File: src/cbsc_pkg.sv
package cbsc_pkg;

  // ------------------------------------------------------------
  // Machine cycle kinds requested by the core.
  // ------------------------------------------------------------
  typedef enum logic [1:0] {
    CBSC_K_WRITE = 2'b00,  // Memory or I/O write.
    CBSC_K_READ  = 2'b01,  // Memory or I/O read.
    CBSC_K_FETCH = 2'b10,  // Opcode fetch.
    CBSC_K_IDLE  = 2'b11   // Internal cycle of double_add_instruction.
  } cbsc_kind_t;

  // Bus state machine states.
  typedef enum logic [2:0] {
    CBSC_S_IDLE = 3'b000,
    CBSC_S_T1   = 3'b001,
    CBSC_S_T2   = 3'b010,
    CBSC_S_TW   = 3'b011,
    CBSC_S_T3   = 3'b100,
    CBSC_S_HOLD = 3'b101
  } cbsc_state_t;

  // One machine cycle request from the core.
  typedef struct packed {
    logic       valid;  // Request present.
    cbsc_kind_t kind;   // Cycle kind.
    logic       io;     // High for I/O space.
    logic [15:0] addr;  // Full address.
    logic [7:0] wdata;  // Write data.
  } cbsc_req_t;

  // Accepted interrupt handed to the core.
  typedef struct packed {
    logic       take;     // One-cycle accept pulse.
    logic       general;  // General request: core fetches the vector.
    logic [7:0] vec;      // Restart address for internal restarts.
  } cbsc_irq_t;

  // ------------------------------------------------------------
  // Status codes {high, low} and restart addresses.
  // ------------------------------------------------------------
  localparam logic [1:0] CBSC_ST_HALT  = 2'b00;
  localparam logic [1:0] CBSC_ST_WRITE = 2'b01;
  localparam logic [1:0] CBSC_ST_READ  = 2'b10;
  localparam logic [1:0] CBSC_ST_FETCH = 2'b11;
  localparam logic [7:0] CBSC_VEC_TRAP = 8'h24;
  localparam logic [7:0] CBSC_VEC_LOW  = 8'h2C;
  localparam logic [7:0] CBSC_VEC_MID  = 8'h34;
  localparam logic [7:0] CBSC_VEC_EDGE = 8'h3C;

  // Set-mask data bit positions and reset values.
  localparam int CBSC_SIM_SOD     = 7;
  localparam int CBSC_SIM_SOD_EN  = 6;
  localparam int CBSC_SIM_CLR_EDG = 4;
  localparam int CBSC_SIM_MSK_EN  = 3;
  localparam logic [2:0] CBSC_MASK_RST = 3'h7;
  localparam int CBSC_RESET_MIN_CYC = 3;

endpackage

File: src/cbsc_top.sv
// Functional notes
// - Upper byte address only; lower byte shared.
// - Low address and strobe in first state.
// - Second and third states carry data.
// - Address strobe low in bus-idle cycles.
// - Status codes halt/write/read/fetch as listed.
// - High status bit valid early for direction.
// - Space-select shows memory or I/O.
// - Active-low read and write strobes.
// - Ready low inserts wait states.
// - Hold releases buses after current cycle.
// - Grant one cycle before release; resume after.
// - Released pins keep their last level.
// - Halt stops core clock, keeps output clock; this design has no clock output.
// - Reset or interrupt input wakes power-down.
// - Reset held three cycles clears flags.
// - Reset output synchronous, active in reset.
// - Serial out changes by set-mask; high at reset.
// - Read-mask copies serial input to bit 7.
// - General request sampled in last instruction state.
// - Enable set/cleared by software, cleared on accept.
// - Acknowledge strobe replaces read after general accept.
// - Priority trap, edge, mid, low, general.
// - Hold, ready, interrupts synchronised first.
// - Restart addresses 24, 2C, 34, 3C.
// - Edge restart latched until serviced or cleared.
// - Trap needs edge and level, rearms on low.
module cbsc_top
  import cbsc_pkg::*;
(
  input  wire logic       REF_CLK,                // System clock, 100 MHz.
  input  wire logic       SRST,                   // Synchronous reset, active high.
  input  wire logic       RESET_IN_N,             // Reset pin, active low.
  input  wire logic       READY,                  // Ready pin.
  input  wire logic       HOLD,                   // Hold request pin.
  input  wire logic       TRAP,                   // Non-maskable request pin.
  input  wire logic       RESTART_IRQ_EDGE,       // Edge restart pin.
  input  wire logic       RESTART_IRQ_MID,        // Mid restart pin.
  input  wire logic       RESTART_IRQ_LOW,        // Low restart pin.
  input  wire logic       GENERAL_IRQ,            // General request pin.
  input  wire logic       SERIAL_IN_LINE,         // Serial input pin.
  input  wire logic [7:0] SHARED_ADDR_DATA_BUS_I, // Shared bus, pin level.
  output logic      [7:0] SHARED_ADDR_DATA_BUS_O, // Shared bus, driven value.
  output logic            SHARED_ADDR_DATA_BUS_OE,// Shared bus enable.
  output logic      [7:0] UPPER_ADDRESS_BUS,      // Upper address byte.
  output logic            CTL_OE,                 // Enable of upper bus and strobes.
  output logic            ADDR_STROBE,            // Address latch strobe.
  output logic            CYCLE_STATUS_HIGH,      // Status high bit.
  output logic            CYCLE_STATUS_LOW,       // Status low bit.
  output logic            SPACE_IO,               // High for I/O, low for memory.
  output logic            READ_N,                 // Read strobe, active low.
  output logic            WRITE_N,                // Write strobe, active low.
  output logic            IRQ_ACK_N,              // Interrupt acknowledge, active low.
  output logic            BUS_GRANT,              // Hold acknowledge.
  output logic            RESET_OUT,              // System reset out.
  output logic            SERIAL_OUT_LINE,        // Serial output pin.
  output logic            PWR_DOWN,               // Stops the core clock.
  input  cbsc_pkg::cbsc_req_t CORE_REQ,           // Machine cycle request.
  output logic            CORE_TAKEN,             // Request accepted pulse.
  output logic            CORE_DONE,              // Cycle finished pulse.
  output logic      [7:0] CORE_RDATA,             // Read data.
  input  wire logic       CORE_INSTR_END,         // Last state of instruction.
  input  wire logic       CORE_HALT,              // Halt executed.
  input  wire logic       CORE_EI,                // Enable interrupts.
  input  wire logic       CORE_DI,                // Disable interrupts.
  input  wire logic       CORE_SIM,               // Set-mask executed.
  input  wire logic [7:0] CORE_SIM_DATA,          // Set-mask operand.
  input  wire logic       CORE_RIM,               // read_mask_instruction executed.
  output logic      [7:0] RIM_DATA,               // Read-mask result.
  output cbsc_pkg::cbsc_irq_t IRQ                 // Accepted interrupt.
);

  // ------------------------------------------------------------
  // Input synchronisers.
  // ------------------------------------------------------------
  localparam int NS = 17;
  logic [NS-1:0] pin_in;   // Raw pin levels.
  logic [NS-1:0] meta_ff;  // First stage, read only by second.
  logic [NS-1:0] sync_ff;  // Safe levels.

  assign pin_in = {SHARED_ADDR_DATA_BUS_I, SERIAL_IN_LINE, GENERAL_IRQ, RESTART_IRQ_LOW,
                   RESTART_IRQ_MID, RESTART_IRQ_EDGE, TRAP, HOLD, READY, RESET_IN_N};

  // Two flops on every pin before any logic looks at it.
  always_ff @(posedge REF_CLK)
  begin
    meta_ff <= pin_in;
    sync_ff <= meta_ff;
  end

  wire       rstin_s = sync_ff[0];  // Reset pin, active low.
  wire       rdy_s   = sync_ff[1];
  wire       hold_s  = sync_ff[2];
  wire       trap_s  = sync_ff[3];
  wire       edg_s   = sync_ff[4];
  wire       mid_s   = sync_ff[5];
  wire       low_s   = sync_ff[6];
  wire       gen_s   = sync_ff[7];
  wire       sid_s   = sync_ff[8];
  wire [7:0] data_s  = sync_ff[16:9];
  wire       in_rst  = SRST || !rstin_s;  // Reset mode.

  // Read data is the second synchroniser stage itself: in the cycle in which
  // CORE_DONE stands it holds the level the target drove while the read
  // strobe was low. A further capture flop would see the data one edge too late.
  assign CORE_RDATA = data_s;

  // ------------------------------------------------------------
  // Bus state machine.
  // ------------------------------------------------------------
  cbsc_state_t st_ff;    // Current state.
  cbsc_state_t nxt_st;   // Next state.
  cbsc_req_t   cyc_ff;   // Latched request.
  logic        pd_ff;    // Power-down.
  logic        irq_ack_n_ff;  // Acknowledge instruction in progress.
  logic        ie_ff;        // General enable.
  logic [2:0]  mask_ff;      // Masks {edge, mid, low}.
  logic        edg_prev_ff;  // Edge input delayed.
  logic        edg_pend_ff;  // Latched edge request.
  logic        trap_prev_ff; // Trap input delayed.
  logic        trap_arm_ff;  // Trap edge seen, not yet taken.

  wire       take    = CORE_REQ.valid && st_ff == CBSC_S_IDLE && !hold_s && !pd_ff && !in_rst;
  cbsc_req_t nxt_cyc;
  assign nxt_cyc     = take ? CORE_REQ : cyc_ff;
  wire       is_xfer = nxt_cyc.kind != CBSC_K_IDLE;
  wire       is_wr   = nxt_cyc.kind == CBSC_K_WRITE;

  // Next state: three states, a wait per low ready, hold at cycle end.
  always_comb
  begin
    nxt_st = st_ff;
    unique case (st_ff)
      CBSC_S_IDLE: if (in_rst) nxt_st = CBSC_S_IDLE;
                   else if (hold_s) nxt_st = CBSC_S_HOLD;
                   else if (take) nxt_st = CBSC_S_T1;
      CBSC_S_T1:   nxt_st = CBSC_S_T2;
      // Ready low during a transfer stretches the cycle.
      CBSC_S_T2:   nxt_st = (is_xfer && !rdy_s) ? CBSC_S_TW : CBSC_S_T3;
      CBSC_S_TW:   nxt_st = rdy_s ? CBSC_S_T3 : CBSC_S_TW;
      // Hold is honoured only once the current cycle ends.
      CBSC_S_T3:   nxt_st = hold_s ? CBSC_S_HOLD : CBSC_S_IDLE;
      CBSC_S_HOLD: nxt_st = (hold_s && !in_rst) ? CBSC_S_HOLD : CBSC_S_IDLE;
      default:     nxt_st = CBSC_S_IDLE;
    endcase
  end

  // ------------------------------------------------------------
  // Registered pin values derived from the next state; the control enable comes from the current state.
  // ------------------------------------------------------------
  wire n_t1   = nxt_st == CBSC_S_T1;
  wire n_data = nxt_st == CBSC_S_T2 || nxt_st == CBSC_S_TW || nxt_st == CBSC_S_T3;
  wire n_strb = (nxt_st == CBSC_S_T2 || nxt_st == CBSC_S_TW) && is_xfer;
  // Buses drop one cycle after grant rises and return one after it falls.
  wire n_oe   = st_ff != CBSC_S_HOLD && !pd_ff && !in_rst;
  wire [1:0] n_stat = pd_ff ? CBSC_ST_HALT :
                      nxt_cyc.kind == CBSC_K_WRITE ? CBSC_ST_WRITE :
                      nxt_cyc.kind == CBSC_K_FETCH ? CBSC_ST_FETCH : CBSC_ST_READ;
  wire n_rd   = n_strb && !is_wr;

  // Pin flops; when released they keep their last value, which models
  // the weak keeper since this file holds no three-state drivers.
  always_ff @(posedge REF_CLK)
  begin
    if (SRST)
    begin
      st_ff <= CBSC_S_IDLE;
      cyc_ff <= '0;
      SHARED_ADDR_DATA_BUS_O <= 8'h00;
      SHARED_ADDR_DATA_BUS_OE <= 1'b0;
      UPPER_ADDRESS_BUS <= 8'h00;
      CTL_OE <= 1'b0;
      ADDR_STROBE <= 1'b0;
      {CYCLE_STATUS_HIGH, CYCLE_STATUS_LOW} <= CBSC_ST_HALT;
      SPACE_IO <= 1'b0;
      READ_N <= 1'b1;
      WRITE_N <= 1'b1;
      IRQ_ACK_N <= 1'b1;
      BUS_GRANT <= 1'b0;
      CORE_TAKEN <= 1'b0;
      CORE_DONE <= 1'b0;
    end
    else
    begin
      st_ff <= nxt_st;
      cyc_ff <= nxt_cyc;
      BUS_GRANT <= nxt_st == CBSC_S_HOLD;
      CTL_OE <= n_oe;
      SHARED_ADDR_DATA_BUS_OE <= n_oe && (n_t1 || (n_data && is_wr && is_xfer));
      if (n_t1)
      begin
        UPPER_ADDRESS_BUS <= nxt_cyc.addr[15:8];
        SHARED_ADDR_DATA_BUS_O <= nxt_cyc.addr[7:0];
        SPACE_IO <= nxt_cyc.io;
      end
      else if (n_data && is_wr)
        SHARED_ADDR_DATA_BUS_O <= nxt_cyc.wdata;
      // Strobe only for real transfers, so it stays low on idle cycles.
      ADDR_STROBE <= n_t1 && is_xfer;
      // Status appears with the strobe, ahead of the read or write strobe.
      if (n_t1 || pd_ff)
        {CYCLE_STATUS_HIGH, CYCLE_STATUS_LOW} <= n_stat;
      READ_N <= !(n_rd && !irq_ack_n_ff);
      IRQ_ACK_N <= !(n_rd && irq_ack_n_ff);
      WRITE_N <= !(n_strb && is_wr);
      CORE_TAKEN <= take;
      CORE_DONE <= st_ff == CBSC_S_T3;
    end
  end

  // ------------------------------------------------------------
  // Reset mode, power-down and serial lines.
  // ------------------------------------------------------------
  always_ff @(posedge REF_CLK)
  begin
    RESET_OUT <= in_rst;
    PWR_DOWN <= pd_ff;
    if (in_rst)
    begin
      pd_ff <= 1'b0;
      SERIAL_OUT_LINE <= 1'b1;
      RIM_DATA <= 8'h00;
    end
    else
    begin
      // Any request pin restarts the clock, masked or not.
      if (trap_s || edg_s || mid_s || low_s || gen_s)
        pd_ff <= 1'b0;
      else if (CORE_HALT && st_ff == CBSC_S_IDLE)
        pd_ff <= 1'b1;
      if (CORE_SIM && CORE_SIM_DATA[CBSC_SIM_SOD_EN])
        SERIAL_OUT_LINE <= CORE_SIM_DATA[CBSC_SIM_SOD];
      if (CORE_RIM)
        RIM_DATA <= {sid_s, edg_pend_ff, mid_s, low_s, ie_ff, mask_ff};
    end
  end

  // ------------------------------------------------------------
  // Interrupt recognition and priority.
  // ------------------------------------------------------------

  wire trap_req = trap_arm_ff && trap_s;
  wire edg_req  = ie_ff && edg_pend_ff && !mask_ff[2];
  wire mid_req  = ie_ff && mid_s && !mask_ff[1];
  wire low_req  = ie_ff && low_s && !mask_ff[0];
  wire gen_req  = ie_ff && gen_s;
  wire accept   = CORE_INSTR_END && !in_rst &&
                  (trap_req || edg_req || mid_req || low_req || gen_req);
  // Fixed priority, trap first and general last.
  wire [7:0] vec = trap_req ? CBSC_VEC_TRAP : edg_req ? CBSC_VEC_EDGE :
                   mid_req ? CBSC_VEC_MID : CBSC_VEC_LOW;
  wire gen_win  = !(trap_req || edg_req || mid_req || low_req);
  wire edg_rise = edg_s && !edg_prev_ff;
  wire edg_ack  = accept && !trap_req && edg_req;
  wire trap_ack = accept && trap_req;

  // Flags; a fresh edge wins over a clear in the same cycle.
  always_ff @(posedge REF_CLK)
  begin
    edg_prev_ff <= edg_s;
    trap_prev_ff <= trap_s;
    if (in_rst)
    begin
      ie_ff <= 1'b0;
      mask_ff <= CBSC_MASK_RST;
      edg_pend_ff <= 1'b0;
      trap_arm_ff <= 1'b0;
      irq_ack_n_ff <= 1'b0;
      IRQ <= '0;
    end
    else
    begin
      if (accept)
        ie_ff <= 1'b0;
      else if (CORE_EI)
        ie_ff <= 1'b1;
      else if (CORE_DI)
        ie_ff <= 1'b0;
      if (CORE_SIM && CORE_SIM_DATA[CBSC_SIM_MSK_EN])
        mask_ff <= CORE_SIM_DATA[2:0];
      // Latched even while masked or disabled.
      if (edg_rise)
        edg_pend_ff <= 1'b1;
      else if (edg_ack || (CORE_SIM && CORE_SIM_DATA[CBSC_SIM_CLR_EDG]))
        edg_pend_ff <= 1'b0;
      // Trap rearms only on a new rising edge.
      if (trap_s && !trap_prev_ff)
        trap_arm_ff <= 1'b1;
      else if (trap_ack)
        trap_arm_ff <= 1'b0;
      // Acknowledge mode lasts until the acknowledge instruction ends.
      if (accept && gen_win)
        irq_ack_n_ff <= 1'b1;
      else if (CORE_INSTR_END)
        irq_ack_n_ff <= 1'b0;
      IRQ.take <= accept;
      IRQ.general <= accept && gen_win;
      IRQ.vec <= vec;
    end
  end
endmodule

File: config.mk
export PLATFORM = sky130hd
export DESIGN_NAME = cbsc_top
export DESIGN_NICKNAME = d
export VERILOG_FILES = /design/src/cbsc_pkg.sv /design/src/cbsc_top.sv
export SDC_FILE = /design/constraint.sdc
export NUM_CORES = 1
export LEC_CHECK = 0
export BUFFER_PORTS_ARGS = -buffer_cell sky130_fd_sc_hd__buf_4
export CORE_MARGIN = 5
export CORE_UTILIZATION = 35
export CTS_BUF_LIST = sky130_fd_sc_hd__clkbuf_4
export CTS_CLUSTER_SIZE = 28
export DETAILED_ROUTE_END_ITERATION = 7
export PLACE_DENSITY = 0.67
export SLEW_MARGIN = 20
export SYNTH_ARGS = -nofsm -noshare
export SYNTH_HDL_FRONTEND = slang
export SYNTH_SLANG_ARGS = --single-unit
File: constraint.sdc
create_clock -name REF_CLK -period 4.9 [get_ports REF_CLK]
set_clock_uncertainty 0.05 [all_clocks]
set_input_delay 0.735 -clock REF_CLK [delete_from_list [all_inputs] [get_ports REF_CLK]]
set_output_delay 0.735 -clock REF_CLK [all_outputs]
set_load 0.01 [all_outputs]
Word level (Yosys, flattened, before mapping):

Index checks and enable logic that the tools add are counted.

* bits in registers: 123
* output and inout port bits: 57

* equal/unequal tests: 13
* muxes and demuxes: 25
* reductions and logical operators: 79

Operators with widths (number)
* logical AND 1 bit: 37
* 2-to-1 mux 27 bit: 1
* 2-to-1 mux 3 bit: 8
* one-hot mux 3 bit (6 select lines): 1
* zero test 1 bit: 17
* 2-to-1 mux 8 bit: 2
* logical OR 1 bit: 14
* == test 3 x 2 -> 1 bit, second input constant: 4
* == test 3 bit, second input constant: 4
* 2-to-1 mux 5 bit: 2
* nonzero test 2 bit: 5
* 2-to-1 mux 1 bit: 9
* == test 3 x 1 -> 1 bit, second input constant: 2
* OR reduction 2 bit: 3
* 2-to-1 mux 2 bit: 2
* zero test 3 bit: 1
* != test 3 bit, second input constant: 1
* OR reduction 3 bit: 1
* == test 2 bit, second input constant: 1
* zero test 2 bit: 1
* != test 2 bit, second input constant: 1

Longest topological paths before layout:

Gate-level depths: netlist of the first run.

* word-level depth: 17
* mapped depth: 7
* mapped depth without buffers: 5

Least setup slack after synthesis of the first run:

Ideal clock, no wire load.

* path type: input to register
* start point: in SRST
* end point: reg IRQ_ACK_N
* library setup time: 153 ps
* arrival time: 1853 ps
* required time: 4697 ps
* setup slack: 2844 ps
* cell stages on the path: 6
* cell sequence: clkbuf_1 nor3b_1 nand3b_4 buf_2 mux2i_1 nand3_1

* word-level cells in the longest chain between the ends: 14
* elaborated cells between the ends (all ways): 22
* those cells by class: eq/ne (3); mux (7); reduce/logical (12)

Ends and longest elaborated chain
* start: declaration: RTL line cbsc_top.sv:32 `input wire logic SRST,`
* logical OR 1 bit: RTL line cbsc_top.sv:101 `wire in_rst = SRST || !rstin_s;`
* zero test 1 bit: RTL line cbsc_top.sv:123, cbsc_top.sv:143
* logical AND 1 bit: RTL line cbsc_top.sv:123 `wire take = CORE_REQ.valid && st_ff == CBSC_S_IDLE && !hold_s && !pd_ff && !in_rst;`
* 2-to-1 mux 27 bit: RTL line cbsc_top.sv:125 `assign nxt_cyc = take ? CORE_REQ : cyc_ff;`
* != test 2 bit: RTL line cbsc_top.sv:126 `wire is_xfer = nxt_cyc.kind != CBSC_K_IDLE;`
* logical AND 1 bit: RTL line cbsc_top.sv:139 `CBSC_S_T2: nxt_st = (is_xfer && !rdy_s) ? CBSC_S_TW : CBSC_S_T3;`
* 2-to-1 mux 3 bit: RTL line cbsc_top.sv:139
* one-hot mux 3 bit (6 select lines): RTL line cbsc_top.sv:133 `unique case (st_ff)`
* == test 3 x 2 -> 1 bit: RTL line cbsc_top.sv:153 `wire n_strb = (nxt_st == CBSC_S_T2 || nxt_st == CBSC_S_TW) && is_xfer;`
* logical OR 1 bit: RTL line cbsc_top.sv:153
* logical AND 1 bit: RTL line cbsc_top.sv:153
* logical AND 1 bit: RTL line cbsc_top.sv:159 `wire n_rd = n_strb && !is_wr;`
* logical AND 1 bit: RTL line cbsc_top.sv:204 `IRQ_ACK_N <= !(n_rd && irq_ack_n_ff);`
* zero test 1 bit: RTL line cbsc_top.sv:204
* end signal: assignment: RTL line cbsc_top.sv:204
* end: declaration: RTL line cbsc_top.sv:53 `output logic IRQ_ACK_N,`

Parallel ways exist; a longest one is shown, timed or not.
A chain may end at the register's enable or synchronous reset.

Worst setup path after layout of the first run:

* start point: in SRST
* end point: reg WRITE_N

* word-level cells in the longest chain between the ends: 13
* elaborated cells between the ends (all ways): 20
* those cells by class: eq/ne (3); mux (7); reduce/logical (10)

Ends and longest elaborated chain
* logical OR 1 bit: RTL line cbsc_top.sv:101
* zero test 1 bit: RTL line cbsc_top.sv:123, cbsc_top.sv:143
* logical AND 1 bit: RTL line cbsc_top.sv:123
* 2-to-1 mux 27 bit: RTL line cbsc_top.sv:125
* != test 2 bit: RTL line cbsc_top.sv:126
* logical AND 1 bit: RTL line cbsc_top.sv:139
* 2-to-1 mux 3 bit: RTL line cbsc_top.sv:139
* one-hot mux 3 bit (6 select lines): RTL line cbsc_top.sv:133
* == test 3 x 2 -> 1 bit: RTL line cbsc_top.sv:153
* logical OR 1 bit: RTL line cbsc_top.sv:153
* logical AND 1 bit: RTL line cbsc_top.sv:153
* logical AND 1 bit: RTL line cbsc_top.sv:205 `WRITE_N <= !(n_strb && is_wr);`
* zero test 1 bit: RTL line cbsc_top.sv:205
* end signal: assignment: RTL line cbsc_top.sv:205
* end: declaration: RTL line cbsc_top.sv:52 `output logic WRITE_N,`

Parallel ways exist; a longest one is shown, timed or not.

==> impl_metrics.csv, run 1 <==
group,metric,value,unit
synthesis,synthMuxAreaShare,0.0272,
power_and_ir_drop,p_sw_frac,0.247,
die,die_w,107,um
synthesis,syn_area_per_cell,9.90,um^2
cts,clock_path_buffers,2,
cells_and_area,n_fill_cell,920,
place,place_ws,1.50,ns
route,vias,2557,
worst_setup_path,worst-path-max-fanout,37,
route,totalWireLength,7.53,mm
route,drc,0,
synthesis,synth-simple-area-share,0.196,
sta,rsz0062_at_grt,"false",
die,die_h,107,um
worst_setup_path,cp.required,5.19,ns
synthesis,syn_inst,334,
cts,cts.sinks,101,
global_routing,grt_usage,0.135,
worst_setup_path,critPathKind,"in -> reg",
cells_and_area,drive_gt1_frac,0.316,
power_and_ir_drop,ir_worst_vdd,0.000195,V
place,gp_congestion,0.810,
cts,insertion_delay,0.42,ns
route,wl_per_cell,13.4,um
sta,timing.final.ws_setup,2.01,ns
cts,cts_hold_buffers,0,
sta,max-slew-margin-rel,0.383,
status,status,"finished clean",
die,ios,118,
synthesis,synth_ff_type,"dfxtp_1",
worst_setup_path,cp.arrival,3.18,ns
cells_and_area,utilization,0.463,
sta,tightest_slew,0.923,ns
global_routing,grt_pass1_wl,12.3,mm
route,viasPerCell,4.54,
cts,cts_made_buffers,9,
worst_setup_path,end_kind,"flop",
die,initial_core_util,0.358,
die,rows,35,
die,die-area,11500,um^2
power_and_ir_drop,combPwrFrac,0.091,
synthesis,synth-edff-count,0,
power_and_ir_drop,p_leak,1.81,nW
route,ant_nets,0,
sta,maxSlewViolCount,0,
cts,root_buffer,"clkbuf_4",
power_and_ir_drop,pwr-share-clk,0.306,
synthesis,synth_top_family_by_area,"simple AND/OR/NAND/NOR gates",
synthesis,synth-async-reset-ratio,0,
power_and_ir_drop,power.density,337,nW/um^2
power_and_ir_drop,p_seq_frac,0.603,
global_routing,grt_max_degree,38,
power_and_ir_drop,switchingPower,357,uW
global_routing,grt_antenna_before_repair,1,
synthesis,synth_compound_area_frac,0.0908,
synthesis,synth_xor_xnor_area_share,0.00530,
route,firstDrtPassIters,4,
synthesis,syn_area,3310,um^2
cells_and_area,nets,489,
die,core-area,9240,um^2
sta,finalSetupViolations,0,
cts,clk_pin_slew,0.16,ns
synthesis,synth-seq-area-share,0.611,
worst_setup_path,critPathLaunchType,"input pin",
synthesis,yosys.area_share.adder,0.00303,
flow_run,max-cap-violations,0,
place,dp_hpwl,5.51,mm
power_and_ir_drop,intPower,1.09,mW
sta,finalHoldViolCount,0,
synthesis,yosys_warnings,0,
min_path,min_path_type,"reg -> reg",
cts,post_cts_buffers,0,
sta,fmax,346,MHz
route,drt_iter0_drc,126,
cts,htree_levels,3,
cells_and_area,fin_cells,563,
cts,tritoncts,"done",
sta,setup_tns,0,ns
global_routing,grt-ovfl-total,0,
place,dp.cells,546,
cells_and_area,syn_to_final_growth,29.5,%
cts,cts_resized,0,
sta,period_share,0.589,
sta,period_needed,2.89,ns
global_routing,grt_pass1_vias,2602,
synthesis,synth_seq_cells,101,
synthesis,ys_types,43,
place,io_buffer_count,112,
==> cell families after synthesis <==
family / count (synthesis)
xor gates and xnor gates: 2
other: 1
buffers and inverters: 37
AOI/OAI and AO/OA: 50
adders and majority gates: 1
and+or+nand+nor: 133
muxes: 9
DFF: 101
==> registers in the layout, summed over array words and instances (netlist names), 3 cells and up <==
signal                  count
RIM_DATA                    8
meta_ff                    17
SHARED_ADDR_DATA_BUS_O      8
st_ff                       3
UPPER_ADDRESS_BUS           8
sync_ff                    17
IRQ                         5
cyc_ff                     10
mask_ff                     3
==> metal layers <==
layer / vias up / global-route usage / part of all wire
li1: 1296 / - / -
met1: 1185 / 0.163 / 0.43
met2: 67 / 0.222 / 0.50
met3: 9 / 0.0391 / 0.060
met4: 0 / 0.0575 / 0.015
met5: - / 0 / 0
==> synth_stat cells, types with 2 or more instances <==
cell type	n	area, um^2
clkbuf_1	13	48.8
nor2b_1	7	43.8
buf_2	3	15.0
nand3_1	18	90.1
a21oi_1	29	145
a31oi_1	10	62.6
nand3b_1	4	30.0
mux2i_1	9	90.1
nand2b_1	2	12.5
nand2_2	2	12.5
buf_6	3	33.8
nor2_1	18	67.6
nor3_1	4	20.0
xnor2_1	2	17.5
nor4_1	3	18.8
inv_1	4	15.0
nand2_1	64	240
and3_1	2	12.5
dfxtp_1	101	2020
buf_4	13	97.6
==> cell usage in the layout, fill, tap and decap left out, types with 7 or more instances in the layout <==
cell / synthesis / routed
buf_4: 13 / 113
dfxtp_1: 101 / 101
nand2_1: 64 / 64
a21oi_1: 29 / 29
nor2_1: 18 / 18
nand3_1: 18 / 18
a31oi_1: 10 / 10
mux2i_1: 9 / 9
clkbuf_4: 0 / 9
nor2b_1: 7 / 7
==> path summary, 6_finish.rpt <==
path                     from          end  slack (ns)  cells after the start
setup / recovery         SRST      WRITE_N        2.01                      7
hold / removal    meta_ff[10]  sync_ff[10]        0.28                      0
setup reg to reg   sync_ff[0]      WRITE_N        2.25                      6
hold reg to reg   meta_ff[10]  sync_ff[10]        0.28                      0
==> through the flow <==
stage / instance area, um^2 / hold slack, ns / power [mW]
2_1_floorplan: 3320 / 0.260 / 0.955
3_3_place_gp: 4130 / 0.262 / 1.02
3_5_place_dp: 4130 / 0.262 / 1.02
4_1_cts: 4280 / 0.284 / 1.47
5_1_grt: 4280 / 0.280 / 1.52
6_report: 4280 / 0.285 / 1.44
==> critical path: stages <==
cell	delay, ns
buf_4	0.23
nor2b_1	0.76
inv_1	0.52
nor4_4	0.31
buf_4	0.33
nor3_1	0.08
o21ai_0	0.20
==> power by group through the flow <==
stage	Sequential, mW	Clock, mW	Combinational (mW)
floorplan	0.887	0	0.0688
global placement	0.888	0	0.130
detailed placement	0.888	0	0.133
CTS	0.871	0.463	0.133
global route	0.876	0.499	0.145
finish	0.871	0.441	0.132
==> area by class of cell <==
| cell class | count | area [um^2] | area share |
|---|---|---|---|
| inverter | 4 | 15.0 | 0.00351 |
| clock inverter | 7 | 81.3 | 0.0190 |
| clock buffer | 9 | 67.6 | 0.0158 |
| timing repair buffer | 113 | 848 | 0.198 |
| tap | 129 | 161 | 0.0377 |
| multi-input combinational | 199 | 1080 | 0.253 |
| antenna | 1 | 2.50 | 0.000584 |
| sequential | 101 | 2020 | 0.472 |
Power figures use the tool's default switching activity.
==> run 2: changes to the inputs <==
--- a/config.mk
+++ b/config.mk
@@ -11,7 +11,7 @@
 export CTS_BUF_LIST = sky130_fd_sc_hd__clkbuf_4
 export CTS_CLUSTER_SIZE = 28
 export DETAILED_ROUTE_END_ITERATION = 7
-export PLACE_DENSITY = 0.67
+export PLACE_DENSITY = 0.69
 export SLEW_MARGIN = 20
 export SYNTH_ARGS = -nofsm -noshare
 export SYNTH_HDL_FRONTEND = slang
==> constraint.sdc (replaced) <==
create_clock -name REF_CLK -period 2.3 [get_ports REF_CLK]
set_clock_uncertainty 0.05 [all_clocks]
set_input_delay 0.345 -clock REF_CLK [delete_from_list [all_inputs] [get_ports REF_CLK]]
set_output_delay 0.345 -clock REF_CLK [all_outputs]
set_load 0.01 [all_outputs]
==> run 2 against run 1 <==
Net effect: setup slack lost 1.7 ns; non-clock buffer count increased by 21; global-route usage fell by 0.32 points; first-iteration DRC count shrank 5.6%; cell count increased by 3.6%; largest cell class unchanged; largest power group unchanged; highest routed layer unchanged.
==> impl_metrics.csv, run 2 (same netlist as run 1, synthesis figures left out) <==
group,metric,value,unit
die,ios,118,
sta,fmax,514,MHz
route,vias,2642,
worst_setup_path,cp.arrival,2.23,ns
cells_and_area,drive_gt1_frac,0.311,
power_and_ir_drop,p_leak,1.90,nW
sta,maxSlewViolCount,0,
route,totalWireLength,7.68,mm
sta,fin_hold_ws,0.0598,ns
sta,finalHoldViolCount,0,
worst_setup_path,reg2reg_setup_slack,0.35,ns
sta,max-slew-margin-rel,0.499,
cts,cts_made_buffers,9,
cts,clk_pin_slew,0.18,ns
cells_and_area,num_antenna_cells,0,
cts,clock_path_buffers,2,
cells_and_area,layout_commonest_cell,"buf_4",
cts,post_cts_buffers,0,
cells_and_area,reg_top3,"meta_ff x17, sync_ff x17, cyc_ff x10",
global_routing,grt_usage,0.131,
global_routing,grt_pass1_vias,2504,
die,die_w,107,um
die,die-area,11500,um^2
cells_and_area,layout_common_cells,"117 x buf_4, 101 x dfxtp_1, 64 x nand2_1",
sta,tightest_slew,0.732,ns
die,core-area,9240,um^2
worst_setup_path,end_kind,"flop",
sta,setup_tns,0,ns
cells_and_area,syn_to_final_growth,35.5,%
route,drc,0,
route,firstDrtPassIters,4,
die,initial_core_util,0.358,
sta,finalSetupViolations,0,
place,dp_hpwl,5.70,mm
route,viasPerCell,4.53,
place,place_ws,0.326,ns
global_routing,grt_pass1_wl,12.0,mm
cts,cts_resized,0,
cells_and_area,nets,510,
route,ant_nets,0,
flow_run,max-cap-violations,0,
cts,htree_levels,3,
cts,cts.sinks,101,
sta,period_share,0.846,
cts,root_buffer,"clkbuf_4",
sta,period_needed,1.95,ns
die,die_h,107,um
sta,rsz0062_at_grt,"false",
sta,timing.final.ws_setup,0.355,ns
cts,cts_hold_buffers,17,
route,drt_iter0_drc,119,
global_routing,grt_antenna_before_repair,0,
cells_and_area,fin_area,4480,um^2
worst_setup_path,critPathLaunchType,"flop",
place,io_buffer_count,112,
status,status,"finished clean",
cts,insertion_delay,0.44,ns
power_and_ir_drop,ir_worst_vdd,0.000320,V
worst_setup_path,worst-path-max-fanout,19,
power_and_ir_drop,power.density,688,nW/um^2
min_path,min_path_type,"in -> reg",
worst_setup_path,critPathKind,"reg -> reg",
worst_setup_path,cp.required,2.59,ns
route,wl_per_cell,13.2,um
cells_and_area,utilization,0.485,
place,postPlaceCellArea,4160,um^2
place,gp_congestion,0.786,
cts,tritoncts,"done",
die,rows,35,
global_routing,grt-ovfl-total,0,
global_routing,grt_max_degree,25,
==> run 2: worst paths after layout <==
kind / from / endpoint / depth (start not counted)
hold reg to reg: meta_ff[2] / sync_ff[2] / 0
hold / removal: CORE_SIM_DATA[1] / mask_ff[1] / 3
setup / recovery: st_ff[1] / SHARED_ADDR_DATA_BUS_O[3] / 5
setup reg to reg: st_ff[1] / SHARED_ADDR_DATA_BUS_O[3] / 5
==> run 2: metrics by stage <==
stage | power (mW) | cells
CTS | 3.13 | 583
global placement | 2.17 | 550
detailed placement | 2.18 | 550
finish | 3.08 | 583
global route | 3.23 | 583
floorplan | 2.04 | 337
==> run 2: layout make-up <==
class | count | area [um^2]
repair buffers | 134 | 1050
fillers | 869 | 4760
clock inverters | 7 | 83.8
multi-input cells | 199 | 1080
well taps | 129 | 161
inverters | 4 | 15.0
flip-flops and latches | 101 | 2020
clock buffers | 9 | 67.6
==> run 2: routing by layer <==
metal  global-route usage  routed length, um  vias up
li1                     -                  -     1337
met1                0.163               3290     1210
met2                0.215               3750       85
met3               0.0337                512       10
met4               0.0575                124        0
met5                    0                  0        -
==> run 2: worst max-delay path, stage by stage (launching register included) <==
cell and delay (ns):
dfxtp_1 0.44, or4b_4 0.60, nand3b_4 0.28, buf_4 0.28, nand3_1 0.10, a31oi_1 0.10
==> run 2: where the power goes <==
group	switching [mW]	leakage [nW]	internal, mW
logic	0.138	0.985	0.170
registers	0.0376	0.832	1.82
clock network	0.648	0.0820	0.270
total	0.824	1.90	2.26
